File: src/logic/intc_pkg.sv
/*
 * constants shared by both ends of the priority interrupt controller link.
 * assumes a single 100 mhz clock on both ends.
 */
`default_nettype none
package intc_pkg;
  // ****************************************
  // widths
  // ****************************************
  localparam int unsigned REG_W   = 16;
  localparam int unsigned LVL_W   = 4;
  localparam int unsigned CODE_W  = 12;
  localparam int unsigned NUM_SRC = 14;
  // ****************************************
  // device register selects
  // ****************************************
  localparam logic [1:0] SEL_LEVEL_A = 2'h0;
  localparam logic [1:0] SEL_LEVEL_B = 2'h1;
  localparam logic [1:0] SEL_CONTROL = 2'h2;
  localparam logic [1:0] SEL_EVENT   = 2'h3;
  // ****************************************
  // fields and reset values
  // ****************************************
  localparam int unsigned            CTRL_PIN_LEVEL_BIT = 15;
  localparam int unsigned            CTRL_EDGE_SEL_BIT  = 8;
  localparam logic [REG_W-1:0]       LEVEL_RESET        = 16'h0000;
  localparam logic                   EDGE_SEL_RESET     = 1'b0;
  localparam logic [LVL_W-1:0]       LEVEL_B_RSVD_MASK  = 4'h0;
  // each source: {register b, nibble index 3..0}, listed in default ranking order
  localparam logic [2:0] SRC_FIELD [NUM_SRC] = '{
    3'h3, 3'h2, 3'h1, 3'h1, 3'h0, 3'h0, 3'h0,
    3'h5, 3'h5, 3'h5, 3'h5, 3'h7, 3'h6, 3'h6};
  localparam logic [CODE_W-1:0] CODE_BASE     = 12'h400;
  localparam logic [CODE_W-1:0] CODE_STEP     = 12'h020;
  localparam logic [CODE_W-1:0] CODE_NMI      = 12'h1c0;
  // ****************************************
  // cpu side register map (axi4-lite byte offsets)
  // ****************************************
  localparam logic [7:0]  OFS_STATUS     = 8'h00;
  localparam logic [7:0]  OFS_SAVED_STAT = 8'h04;
  localparam logic [7:0]  OFS_SAVED_PC   = 8'h08;
  localparam logic [7:0]  OFS_VECTOR     = 8'h0c;
  localparam logic [7:0]  OFS_DEV_ACCESS = 8'h10;
  localparam int unsigned ST_BLOCK_BIT   = 4;
  localparam int unsigned ST_PRIV_BIT    = 5;
  localparam int unsigned ST_BANK_BIT    = 6;
  localparam int unsigned DEV_WR_BIT     = 31;
  localparam int unsigned DEV_SEL_LSB    = 16;
  localparam logic [31:0] HANDLER_OFFSET = 32'h0000_0600;
  localparam logic [31:0] STATUS_RESET   = 32'h0000_0000;
  localparam logic [1:0]  RESP_OKAY      = 2'h0;
  localparam logic [1:0]  RESP_SLVERR    = 2'h2;
endpackage
`default_nettype wire

File: src/logic/intc_link_if.sv
/*
 * link between the interrupt controller and the cpu exception end.
 * assumes both ends share one clock; the bench joins the two modports.
 */
`timescale 1ns/10ps
`default_nettype none
interface intc_link_if;
  logic [1:0]                   lvl_sel;
  logic                         lvl_wr;
  logic [intc_pkg::REG_W-1:0]   lvl_wdata;
  logic [intc_pkg::REG_W-1:0]   lvl_rdata;
  logic [intc_pkg::LVL_W-1:0]   status_mask_bits;
  logic                         request_out_pin_n;
  logic                         accept;
  modport device (
    input  lvl_sel, lvl_wr, lvl_wdata, status_mask_bits, accept,
    output lvl_rdata, request_out_pin_n
  );
  modport cpu (
    output lvl_sel, lvl_wr, lvl_wdata, status_mask_bits, accept,
    input  lvl_rdata, request_out_pin_n
  );
endinterface
`default_nettype wire

File: src/logic/priority_interrupt_controller.sv
/*
 * device end: level registers, nonmaskable pin edge detect, priority pick,
 * mask compare, request-out pin and event code register.
 * assumes peripheral requests come from logic on i_clk_sys and are held
 * until the peripheral flag is cleared; the nonmaskable pin is asynchronous.
 */
`timescale 1ns/10ps
`default_nettype none
module priority_interrupt_controller #(
  parameter int unsigned NUM_SRC = intc_pkg::NUM_SRC
) (
  // clock and reset
  input  wire logic                 i_clk_sys,
  input  wire logic                 i_sys_rst,
  // link to cpu end
  intc_link_if.device               link,
  // peripheral sources and pin
  input  wire logic [NUM_SRC-1:0]   i_src_req,
  input  wire logic                 i_nmi_pin,
  // acceptance report
  output logic                      o_nmi_taken,
  output logic [NUM_SRC-1:0]        o_src_taken
);
  // ****************************************
  // elaboration check
  // ****************************************
  if (NUM_SRC != intc_pkg::NUM_SRC) begin : g_src_check
    $error("source count must match the fixed source map");
  end

  // ****************************************
  // registers
  // ****************************************
  logic [intc_pkg::REG_W-1:0]  level_a_q;
  logic [intc_pkg::REG_W-1:0]  level_b_q;
  logic                        edge_sel_q;
  logic [intc_pkg::CODE_W-1:0] event_code_q;
  logic [intc_pkg::REG_W-1:0]  rdata_q;
  logic                        nmi_meta_q;
  logic                        nmi_sync_q;
  logic                        nmi_prev_q;
  logic                        nmi_pend_q;
  logic                        req_n_q;
  logic                        sel_nmi_q;
  logic [intc_pkg::CODE_W-1:0] sel_code_q;
  logic [NUM_SRC-1:0]          sel_onehot_q;
  logic                        nmi_taken_q;
  logic [NUM_SRC-1:0]          src_taken_q;

  // level registers survive everything but reset; standby has no path in here
  always_ff @(posedge i_clk_sys or posedge i_sys_rst) begin
    if (i_sys_rst) begin
      level_a_q <= intc_pkg::LEVEL_RESET;
      level_b_q <= intc_pkg::LEVEL_RESET;
    end else if (link.lvl_wr) begin
      if (link.lvl_sel == intc_pkg::SEL_LEVEL_A) begin
        level_a_q <= link.lvl_wdata;
      end
      if (link.lvl_sel == intc_pkg::SEL_LEVEL_B) begin
        level_b_q <= {link.lvl_wdata[intc_pkg::REG_W-1:intc_pkg::LVL_W],
                      intc_pkg::LEVEL_B_RSVD_MASK};
      end
    end
  end

  always_ff @(posedge i_clk_sys or posedge i_sys_rst) begin
    if (i_sys_rst) begin
      edge_sel_q <= intc_pkg::EDGE_SEL_RESET;
    end else if (link.lvl_wr && link.lvl_sel == intc_pkg::SEL_CONTROL) begin
      edge_sel_q <= link.lvl_wdata[intc_pkg::CTRL_EDGE_SEL_BIT];
    end
  end

  // ****************************************
  // read port
  // ****************************************
  logic [intc_pkg::REG_W-1:0] ctrl_view;
  always_comb begin
    ctrl_view = '0;
    ctrl_view[intc_pkg::CTRL_PIN_LEVEL_BIT] = nmi_sync_q;
    ctrl_view[intc_pkg::CTRL_EDGE_SEL_BIT]  = edge_sel_q;
  end

  always_ff @(posedge i_clk_sys or posedge i_sys_rst) begin
    if (i_sys_rst) begin
      rdata_q <= '0;
    end else begin
      unique case (link.lvl_sel)
        intc_pkg::SEL_LEVEL_A: rdata_q <= level_a_q;
        intc_pkg::SEL_LEVEL_B: rdata_q <= level_b_q;
        intc_pkg::SEL_CONTROL: rdata_q <= ctrl_view;
        intc_pkg::SEL_EVENT:   rdata_q <= {{(intc_pkg::REG_W-intc_pkg::CODE_W){1'b0}}, event_code_q};
      endcase
    end
  end

  // ****************************************
  // nonmaskable pin
  // ****************************************
  always_ff @(posedge i_clk_sys or posedge i_sys_rst) begin
    if (i_sys_rst) begin
      nmi_meta_q <= 1'b0;
      nmi_sync_q <= 1'b0;
      nmi_prev_q <= 1'b0;
    end else begin
      nmi_meta_q <= i_nmi_pin;
      nmi_sync_q <= nmi_meta_q;
      nmi_prev_q <= nmi_sync_q;
    end
  end

  logic nmi_edge;
  logic nmi_clear;
  assign nmi_edge  = edge_sel_q ? (nmi_sync_q && !nmi_prev_q)
                                : (!nmi_sync_q && nmi_prev_q);
  assign nmi_clear = link.accept && !req_n_q && sel_nmi_q;

  // an edge in the clearing cycle is kept
  always_ff @(posedge i_clk_sys or posedge i_sys_rst) begin
    if (i_sys_rst) begin
      nmi_pend_q <= 1'b0;
    end else if (nmi_edge) begin
      nmi_pend_q <= 1'b1;
    end else if (nmi_clear) begin
      nmi_pend_q <= 1'b0;
    end
  end

  // ****************************************
  // priority pick
  // ****************************************
  logic [2*intc_pkg::REG_W-1:0] all_levels;
  logic [intc_pkg::LVL_W-1:0]   best_lvl;
  logic [NUM_SRC-1:0]           best_onehot;
  logic [intc_pkg::CODE_W-1:0]  best_code;
  logic [intc_pkg::LVL_W-1:0]   src_lvl;
  logic                         win;
  assign all_levels = {level_b_q, level_a_q};

  function automatic logic [intc_pkg::CODE_W-1:0] CODE_W_IDX(input int idx);
    CODE_W_IDX = intc_pkg::CODE_W'(idx);
  endfunction

  always_comb begin
    best_lvl    = '0;
    best_onehot = '0;
    best_code   = intc_pkg::CODE_BASE;
    src_lvl     = '0;
    for (int i = 0; i < NUM_SRC; i++) begin
      src_lvl = all_levels[int'(intc_pkg::SRC_FIELD[i])*intc_pkg::LVL_W +: intc_pkg::LVL_W];
      // strictly greater keeps the earlier ranked source on a tie
      if (i_src_req[i] && src_lvl != '0 && src_lvl > best_lvl) begin
        best_lvl    = src_lvl;
        best_onehot = '0;
        best_onehot[i] = 1'b1;
        best_code   = intc_pkg::CODE_BASE + intc_pkg::CODE_STEP * CODE_W_IDX(i);
      end
    end
  end

  // nonmaskable beats every level and ignores the mask
  assign win = nmi_pend_q || (best_onehot != '0 && best_lvl > link.status_mask_bits);

  always_ff @(posedge i_clk_sys or posedge i_sys_rst) begin
    if (i_sys_rst) begin
      req_n_q      <= 1'b1;
      sel_nmi_q    <= 1'b0;
      sel_code_q   <= intc_pkg::CODE_BASE;
      sel_onehot_q <= '0;
    end else begin
      req_n_q      <= !win;
      sel_nmi_q    <= nmi_pend_q;
      sel_code_q   <= nmi_pend_q ? intc_pkg::CODE_NMI : best_code;
      sel_onehot_q <= nmi_pend_q ? '0 : best_onehot;
    end
  end

  // ****************************************
  // acceptance
  // ****************************************
  always_ff @(posedge i_clk_sys or posedge i_sys_rst) begin
    if (i_sys_rst) begin
      event_code_q <= '0;
      nmi_taken_q  <= 1'b0;
      src_taken_q  <= '0;
    end else begin
      nmi_taken_q <= nmi_clear;
      src_taken_q <= (link.accept && !req_n_q) ? sel_onehot_q : '0;
      if (link.accept && !req_n_q) begin
        event_code_q <= sel_code_q;
      end
    end
  end

  // ****************************************
  // outputs
  // ****************************************
  assign link.lvl_rdata         = rdata_q;
  assign link.request_out_pin_n = req_n_q;
  assign o_nmi_taken            = nmi_taken_q;
  assign o_src_taken            = src_taken_q;

endmodule
`default_nettype wire

File: src/flat_wrapper.sv
// flat-port wrapper written by rule: the top's interface ports become plain ports
module priority_interrupt_controller_flat 
#(
  parameter int unsigned NUM_SRC = intc_pkg::NUM_SRC
)
  (i_clk_sys, i_sys_rst, i_src_req, i_nmi_pin, o_nmi_taken, o_src_taken, link_lvl_sel, link_lvl_wr, link_lvl_wdata, link_status_mask_bits, link_accept, link_lvl_rdata, link_request_out_pin_n);
  intc_link_if link_i ();
  input  wire logic i_clk_sys;
  input  wire logic i_sys_rst;
  input  wire logic [NUM_SRC-1:0] i_src_req;
  input  wire logic i_nmi_pin;
  output logic o_nmi_taken;
  output logic [NUM_SRC-1:0] o_src_taken;
  input wire logic [$bits(link_i.lvl_sel)-1:0] link_lvl_sel;
  input wire logic [$bits(link_i.lvl_wr)-1:0] link_lvl_wr;
  input wire logic [$bits(link_i.lvl_wdata)-1:0] link_lvl_wdata;
  input wire logic [$bits(link_i.status_mask_bits)-1:0] link_status_mask_bits;
  input wire logic [$bits(link_i.accept)-1:0] link_accept;
  output wire logic [$bits(link_i.lvl_rdata)-1:0] link_lvl_rdata;
  output wire logic [$bits(link_i.request_out_pin_n)-1:0] link_request_out_pin_n;
  assign link_i.lvl_sel = link_lvl_sel;
  assign link_i.lvl_wr = link_lvl_wr;
  assign link_i.lvl_wdata = link_lvl_wdata;
  assign link_i.status_mask_bits = link_status_mask_bits;
  assign link_i.accept = link_accept;
  assign link_lvl_rdata = link_i.lvl_rdata;
  assign link_request_out_pin_n = link_i.request_out_pin_n;
  priority_interrupt_controller #(.NUM_SRC(NUM_SRC)) u_core (.i_clk_sys(i_clk_sys), .i_sys_rst(i_sys_rst), .link(link_i), .i_src_req(i_src_req), .i_nmi_pin(i_nmi_pin), .o_nmi_taken(o_nmi_taken), .o_src_taken(o_src_taken));
endmodule
File: config.mk
export PLATFORM = sky130hd
export DESIGN_NAME = priority_interrupt_controller_flat
export DESIGN_NICKNAME = d
export VERILOG_FILES = /design/src/logic/intc_pkg.sv /design/src/logic/intc_link_if.sv /design/src/logic/priority_interrupt_controller.sv /design/src/flat_wrapper.sv
export SDC_FILE = /design/constraint.sdc
export NUM_CORES = 1
export LEC_CHECK = 0
export BUFFER_PORTS_ARGS = -buffer_cell sky130_fd_sc_hd__buf_2
export CELL_PAD_IN_SITES_DETAIL_PLACEMENT = 1
export CELL_PAD_IN_SITES_GLOBAL_PLACEMENT = 2
export CORE_UTILIZATION = 35
export DETAILED_ROUTE_END_ITERATION = 7
export PLACE_DENSITY = 0.73
export SLEW_MARGIN = 20
export SYNTH_ARGS = -nofsm -noshare
export SYNTH_HDL_FRONTEND = slang
export SYNTH_SLANG_ARGS = --single-unit
File: constraint.sdc
create_clock -name i_clk_sys -period 28.9 [get_ports i_clk_sys]
set_clock_uncertainty 0.2 [all_clocks]
set_input_delay 4.335 -clock i_clk_sys [delete_from_list [all_inputs] [get_ports i_clk_sys]]
set_output_delay 4.335 -clock i_clk_sys [all_outputs]
set_load 0.005 [all_outputs]
Word-level counts from Yosys, hierarchy flattened. Index checks and enable logic that the tools add are counted.

Bits in read-only memories: 0. Register bits: 104. Bits in latches: 0. Output and inout bits: 32. Word-level logic and storage cells: 132. Memories kept: 0. Memory bits (writable): 0.

Reduce and logical (&&, ||, !) cells: 51. Shift-type cells: 0. Divide/modulo/power cells: 0. Bitwise logic cells: 0. $add $sub $neg: 0. $mul: 0. Mux-type cells: 48. Order comparisons: 15. Equality and inequality tests: 3.

Operators by type and width (count): $pmux W16 S4 (1); $mux W9 (7); $mux W4 (15); $gt A4 B4 Y1 (14); $mux W14 (3); $mux W8 (5); $logic_and A1 B1 Y1 (34); $reduce_bool A4 Y1 (7); $mux W11 (2); $mux W7 (3); $reduce_bool A14 Y1 (1); $mux W13 (1); $mux W12 (1); $mux W6 (2); $mux W10 (1); $mux W5 (1); $eq A2 B2 Y1 const B (2); $gt A4 B1 Y1 const B (1); $logic_not A1 Y1 (4); $mux W1 (4); $reduce_and A2 Y1 (2); $mux W3 (1); $eq A2 B1 Y1 const B (1); $logic_not A2 Y1 (1); 3 further kinds (3).

Depth between registers and ports, before layout.
Depth after elaboration: 47. Mapped depth: 117.

Worst setup path before layout. Ideal clock, no wire load.

Path type: input to register. Start point: input i_src_req[0]. End point: register u_core.req_n_q, in the netlist u_core.link.request_out_pin_n. Data required time: 28.604 ns. Path slack: 3.818 ns. Arrival: 24.787 ns. Cell stages on the path: 114. Buffers on the path: 5. Path through: nand2_1 ha_1 nor2b_1 o211ai_1 a211oi_2 nand2_1 o21ai_0 inv_1 ha_1 and3_1 o2111a_1 a211oi_1 nor3_1 mux2_2 inv_1 ha_1 nor2b_1 o21a_1 (+78 left out) nor2_1 a21o_1 ha_1 nor2b_1 o21a_1 o21ai_0 a21oi_1 nand2b_1 buf_1 nor2_1 a221oi_1 ha_1 nor2b_1 o21ai_0 nand2b_1 a21oi_1 a41oi_1 o32ai_1.

Cells in the longest elaborated chain, start to end: 46. Elaborated cells between the ends (all ways): 61. Classes of those cells: 14 x order compare; 28 x mux; 19 x reduce/logical.

RTL lines: start, declared (RTL line flat_wrapper.sv:10) `input wire logic [NUM_SRC-1:0] i_src_req;`; $logic_and A1 B1 Y1 (*) (2 in a row) (RTL line priority_interrupt_controller.sv:152) `if (i_src_req[i] && src_lvl != '0 && src_lvl > best_lvl) begin`; $mux W4 (RTL line priority_interrupt_controller.sv:152); $gt A4 B4 Y1 (RTL line priority_interrupt_controller.sv:152); $logic_and A1 B1 Y1 (RTL line priority_interrupt_controller.sv:152); $mux W4 (RTL line priority_interrupt_controller.sv:152); $gt A4 B4 Y1 (RTL line priority_interrupt_controller.sv:152); $logic_and A1 B1 Y1 (RTL line priority_interrupt_controller.sv:152); $mux W4 (RTL line priority_interrupt_controller.sv:152); (+29 left out); $mux W4 (RTL line priority_interrupt_controller.sv:152); $gt A4 B4 Y1 (RTL line priority_interrupt_controller.sv:152); $logic_and A1 B1 Y1 (RTL line priority_interrupt_controller.sv:152); $mux W4 or $mux W14 (tied branches) (RTL line priority_interrupt_controller.sv:152); $gt A4 B4 Y1 or $reduce_bool A14 Y1 (tied branches) (RTL line priority_interrupt_controller.sv:162) `assign win = nmi_pend_q || (best_onehot != '0 && best_lvl > link.status_mask_bits);`; $logic_and A1 B1 Y1 (*) (RTL line priority_interrupt_controller.sv:162); $logic_or A1 B1 Y1 (*) (RTL line priority_interrupt_controller.sv:162); $logic_not A1 Y1 (*) (RTL line priority_interrupt_controller.sv:171) `req_n_q <= !win;`; end signal, assigned (RTL line priority_interrupt_controller.sv:171); end, declared (RTL line priority_interrupt_controller.sv:43) `logic req_n_q;`.

Mark *: on every way between the ends. The rest lies on a longest branch, timed or not. A chain may end at the register's enable or synchronous reset.

Final worst setup path. Same ends and word-level chain as after synthesis.

==> impl_metrics.tcl <==
set metrics [dict create \
    synth_top_area_share_pct 35.0 \
    cts_root_buf "clkbuf_16" \
    synth.area.top_cells "dfrtp_1 35%, ha_1 8.7%, mux2_2 7.7%, mux2i_1 3.7%, o21ai_0 3.3%" \
    critPathMaxStageDelay_ns 0.58 \
    critPathSlowestCell "or3_1" \
    synth_nets 751 \
    ys_warn_count 0 \
    cp.required_ns 28.94 \
    grt_first_pass_wirelength_mm 31.7 \
    async_flop_share_pct 100 \
    wirelength_mm 19.6 \
    cap_violations 0 \
    nFillCells 2066 \
    synth-compound-area-share_pct 20.1 \
    synth-seq-cells 90 \
    grt_pass1_vias 5681 \
    slew_viol_final 0 \
    yosysSeqAreaShare_pct 35.8 \
    design_area_um2 7290 \
    cts_tree "built" \
    setup_viol 0 \
    dp_hpwl_mm 15.3 \
    relSlewSlack_pct 37.7 \
    crit_type "in -> reg" \
    dr.pass1.iters 4 \
    path_buf_inv 10 \
    hold_depth 0 \
    wire_per_inst_um 20.2 \
    fin_crit_ns 27.12 \
    cts_max_path_buffers 2 \
    place_ws_ns 0.373 \
    synthCells 666 \
    synth_xor_area_share_pct 0.278 \
    fp.coreArea_um2 17400 \
    synthMuxAreaShare_pct 11.7 \
    vias 5501 \
    gr-total-overflow 0 \
    crit_cells 110 \
    cp_max_fo 11 \
    post-route-period-util_pct 93.9 \
    via_per_inst 5.67 \
    place_area_um2 6900 \
    max_freq_mhz 36.9 \
    cpLargestDelayFamily "compound AO/OA/AOI/OAI gates" \
    synth.distinct_cells 82 \
    numCtsBuffers 9 \
    postLayoutSetupSlackWorst_ns 1.78 \
    synth_edf_count 0 \
    synth_top_area_cell "dfrtp_1" \
    dieHeight_um 136 \
    multi_input_area_um2 3850 \
    start_kind "input port" \
    rows 48 \
    setup_tns_ns 0 \
    synth_top_family_by_area "compound AO/OA/AOI/OAI gates" \
    diodes 0 \
    hold_viol 0 \
    ff2ff_path_depth 109 \
    worstSetupEndpointType "register" \
    antenna_found_initial 0 \
    gp_congestion 0.891 \
    globalRouteTotalUtil_pct 22.3 \
    post-route-util_pct 41.9 \
    min_path_type "reg -> reg" \
    die_area_um2 18500 \
    io_pins 73 \
    cts.sink_count 90 \
    synth_fa_ha_area_share_pct 8.74 \
    ys.flop_type "dfrtp_1" \
    htreeDepth 3 \
    outcome "finished, final reports clean" \
    grt_max_degree 65 \
    drc 0 \
    avgSynthCellArea_um2 9.45 \
    ant_nets 0 \
    path_clk_slew_ns 0.07 \
    port-buffer-count 72 \
    clk-insertion-delay-late_ns 0.34 \
    synth-simple-area-share_pct 19.7 \
    seq_area_um2 2250 \
    initial_utilization_pct 36.1 \
    die_x_um 136 \
    crit_top_cell "ha_1" \
    syn_area_um2 6300 \
    cp.arrival_ns 27.16 \
    tightest_slew_ns 0.935 \
    nets 826 \
    drt-initial-drc-count 223 \
    syn2layout_area_growth_pct 15.8 \
    drive_gt1_share_pct 24.5 \
    cts_hold_buf 0 \
]
sequential cells by signal, indices dropped and copies added (netlist names):
signal,cells
u_core.edge_sel_q,1
u_core.event_code_q,5
u_core.level_a_q,16
u_core.level_b_q,12
u_core.link.lvl_rdata,16
u_core.link.request_out_pin_n,1
u_core.nmi_meta_q,1
u_core.nmi_pend_q,1
u_core.nmi_prev_q,1
u_core.nmi_sync_q,1
u_core.o_nmi_taken,1
u_core.o_src_taken,14
u_core.sel_code_q,5
u_core.sel_nmi_q,1
u_core.sel_onehot_q,14
per-layer routing:
layer / GRT usage (%) / vias up / part of all wire [%]
li1: - / 2614 / -
met5: 0 / - / 0
met4: 3.77 / 0 / 0.83
met3: 3.73 / 12 / 4.4
met1: 29.8 / 2759 / 47
met2: 38.0 / 116 / 48
layout by cell type, fill, tap and decap left out, drive strengths merged, types with 15 or more instances in the layout:
cell	instances
dfrtp	88
buf	85
nand2	54
nor2	46
o21ai	45
ha	44
mux2	43
inv	40
and2	28
a21oi	27
nand3	26
mux2i	23
nor3	17
nor2b	15
final timing paths:
path,startpoint,endpoint,slack (ns)
max,i_src_req[0],u_core.link.request_out_pin_n,1.78
min,u_core.nmi_meta_q,u_core.nmi_sync_q,0.17
max reg2reg,u_core.level_a_q[13],u_core.link.request_out_pin_n,5.49
min reg2reg,u_core.nmi_meta_q,u_core.nmi_sync_q,0.17
max in group asynchronous,i_sys_rst,u_core.sel_onehot_q[7],23.53
min in group asynchronous,i_sys_rst,u_core.o_src_taken[0],3.79
through the flow:
| stage | instances | hold WS [ns] |
|---|---|---|
| 4_1_cts | 964 | 0.176 |
| 2_1_floorplan | 666 | 0.131 |
| 3_5_place_dp | 948 | 0.144 |
| 6_report | 971 | 0.172 |
| 5_1_grt | 971 | 0.178 |
| 3_3_place_gp | 948 | 0.145 |
cell type report:
type | instances | share of cell area, %
Clock buffer | 10 | 3.14
Sequential cell | 90 | 30.9
Clock inverter | 6 | 1.01
Tap cell | 225 | 3.86
Multi-Input combinational cell | 516 | 52.8
Timing Repair Buffer | 85 | 6.28
Inverter | 39 | 2.03
repair_timing:
item                       4_1_cts  5_1_grt
hold endpoints to repair         0        0
setup buffers                    0        7
gates resized for setup          0       11
setup endpoints to repair        0       16
logic make-up (layout without fill, tap and decap cells):
kind of cell | after synthesis | after routing
AOI/OAI and AO/OA | 166 | 166
xor gates and xnor gates | 2 | 2
adders and majority gates | 44 | 44
buffers and inverters | 60 | 140
DFF | 90 | 90
muxes | 67 | 67
and+or+nand+nor | 237 | 237
Yosys cell counts, types with 6 or more instances:
library cell  instances
o21a_1                8
o211ai_1             10
nand2_1              54
nor4_1                8
a21o_1               11
and2_1               27
ha_1                 44
nand4_1               7
dfrtp_1              88
a21oi_1              25
nor2_1               45
mux2i_1              23
mux2_2               43
and3_1               10
nor3_1               17
clkbuf_1             15
nand3_1              26
inv_1                39
nand2b_1              6
nor2b_1              15
o21ai_0              42
Power is not shown: default switching activity piles up to over one toggle a cycle in this logic, so the estimate is an artifact.
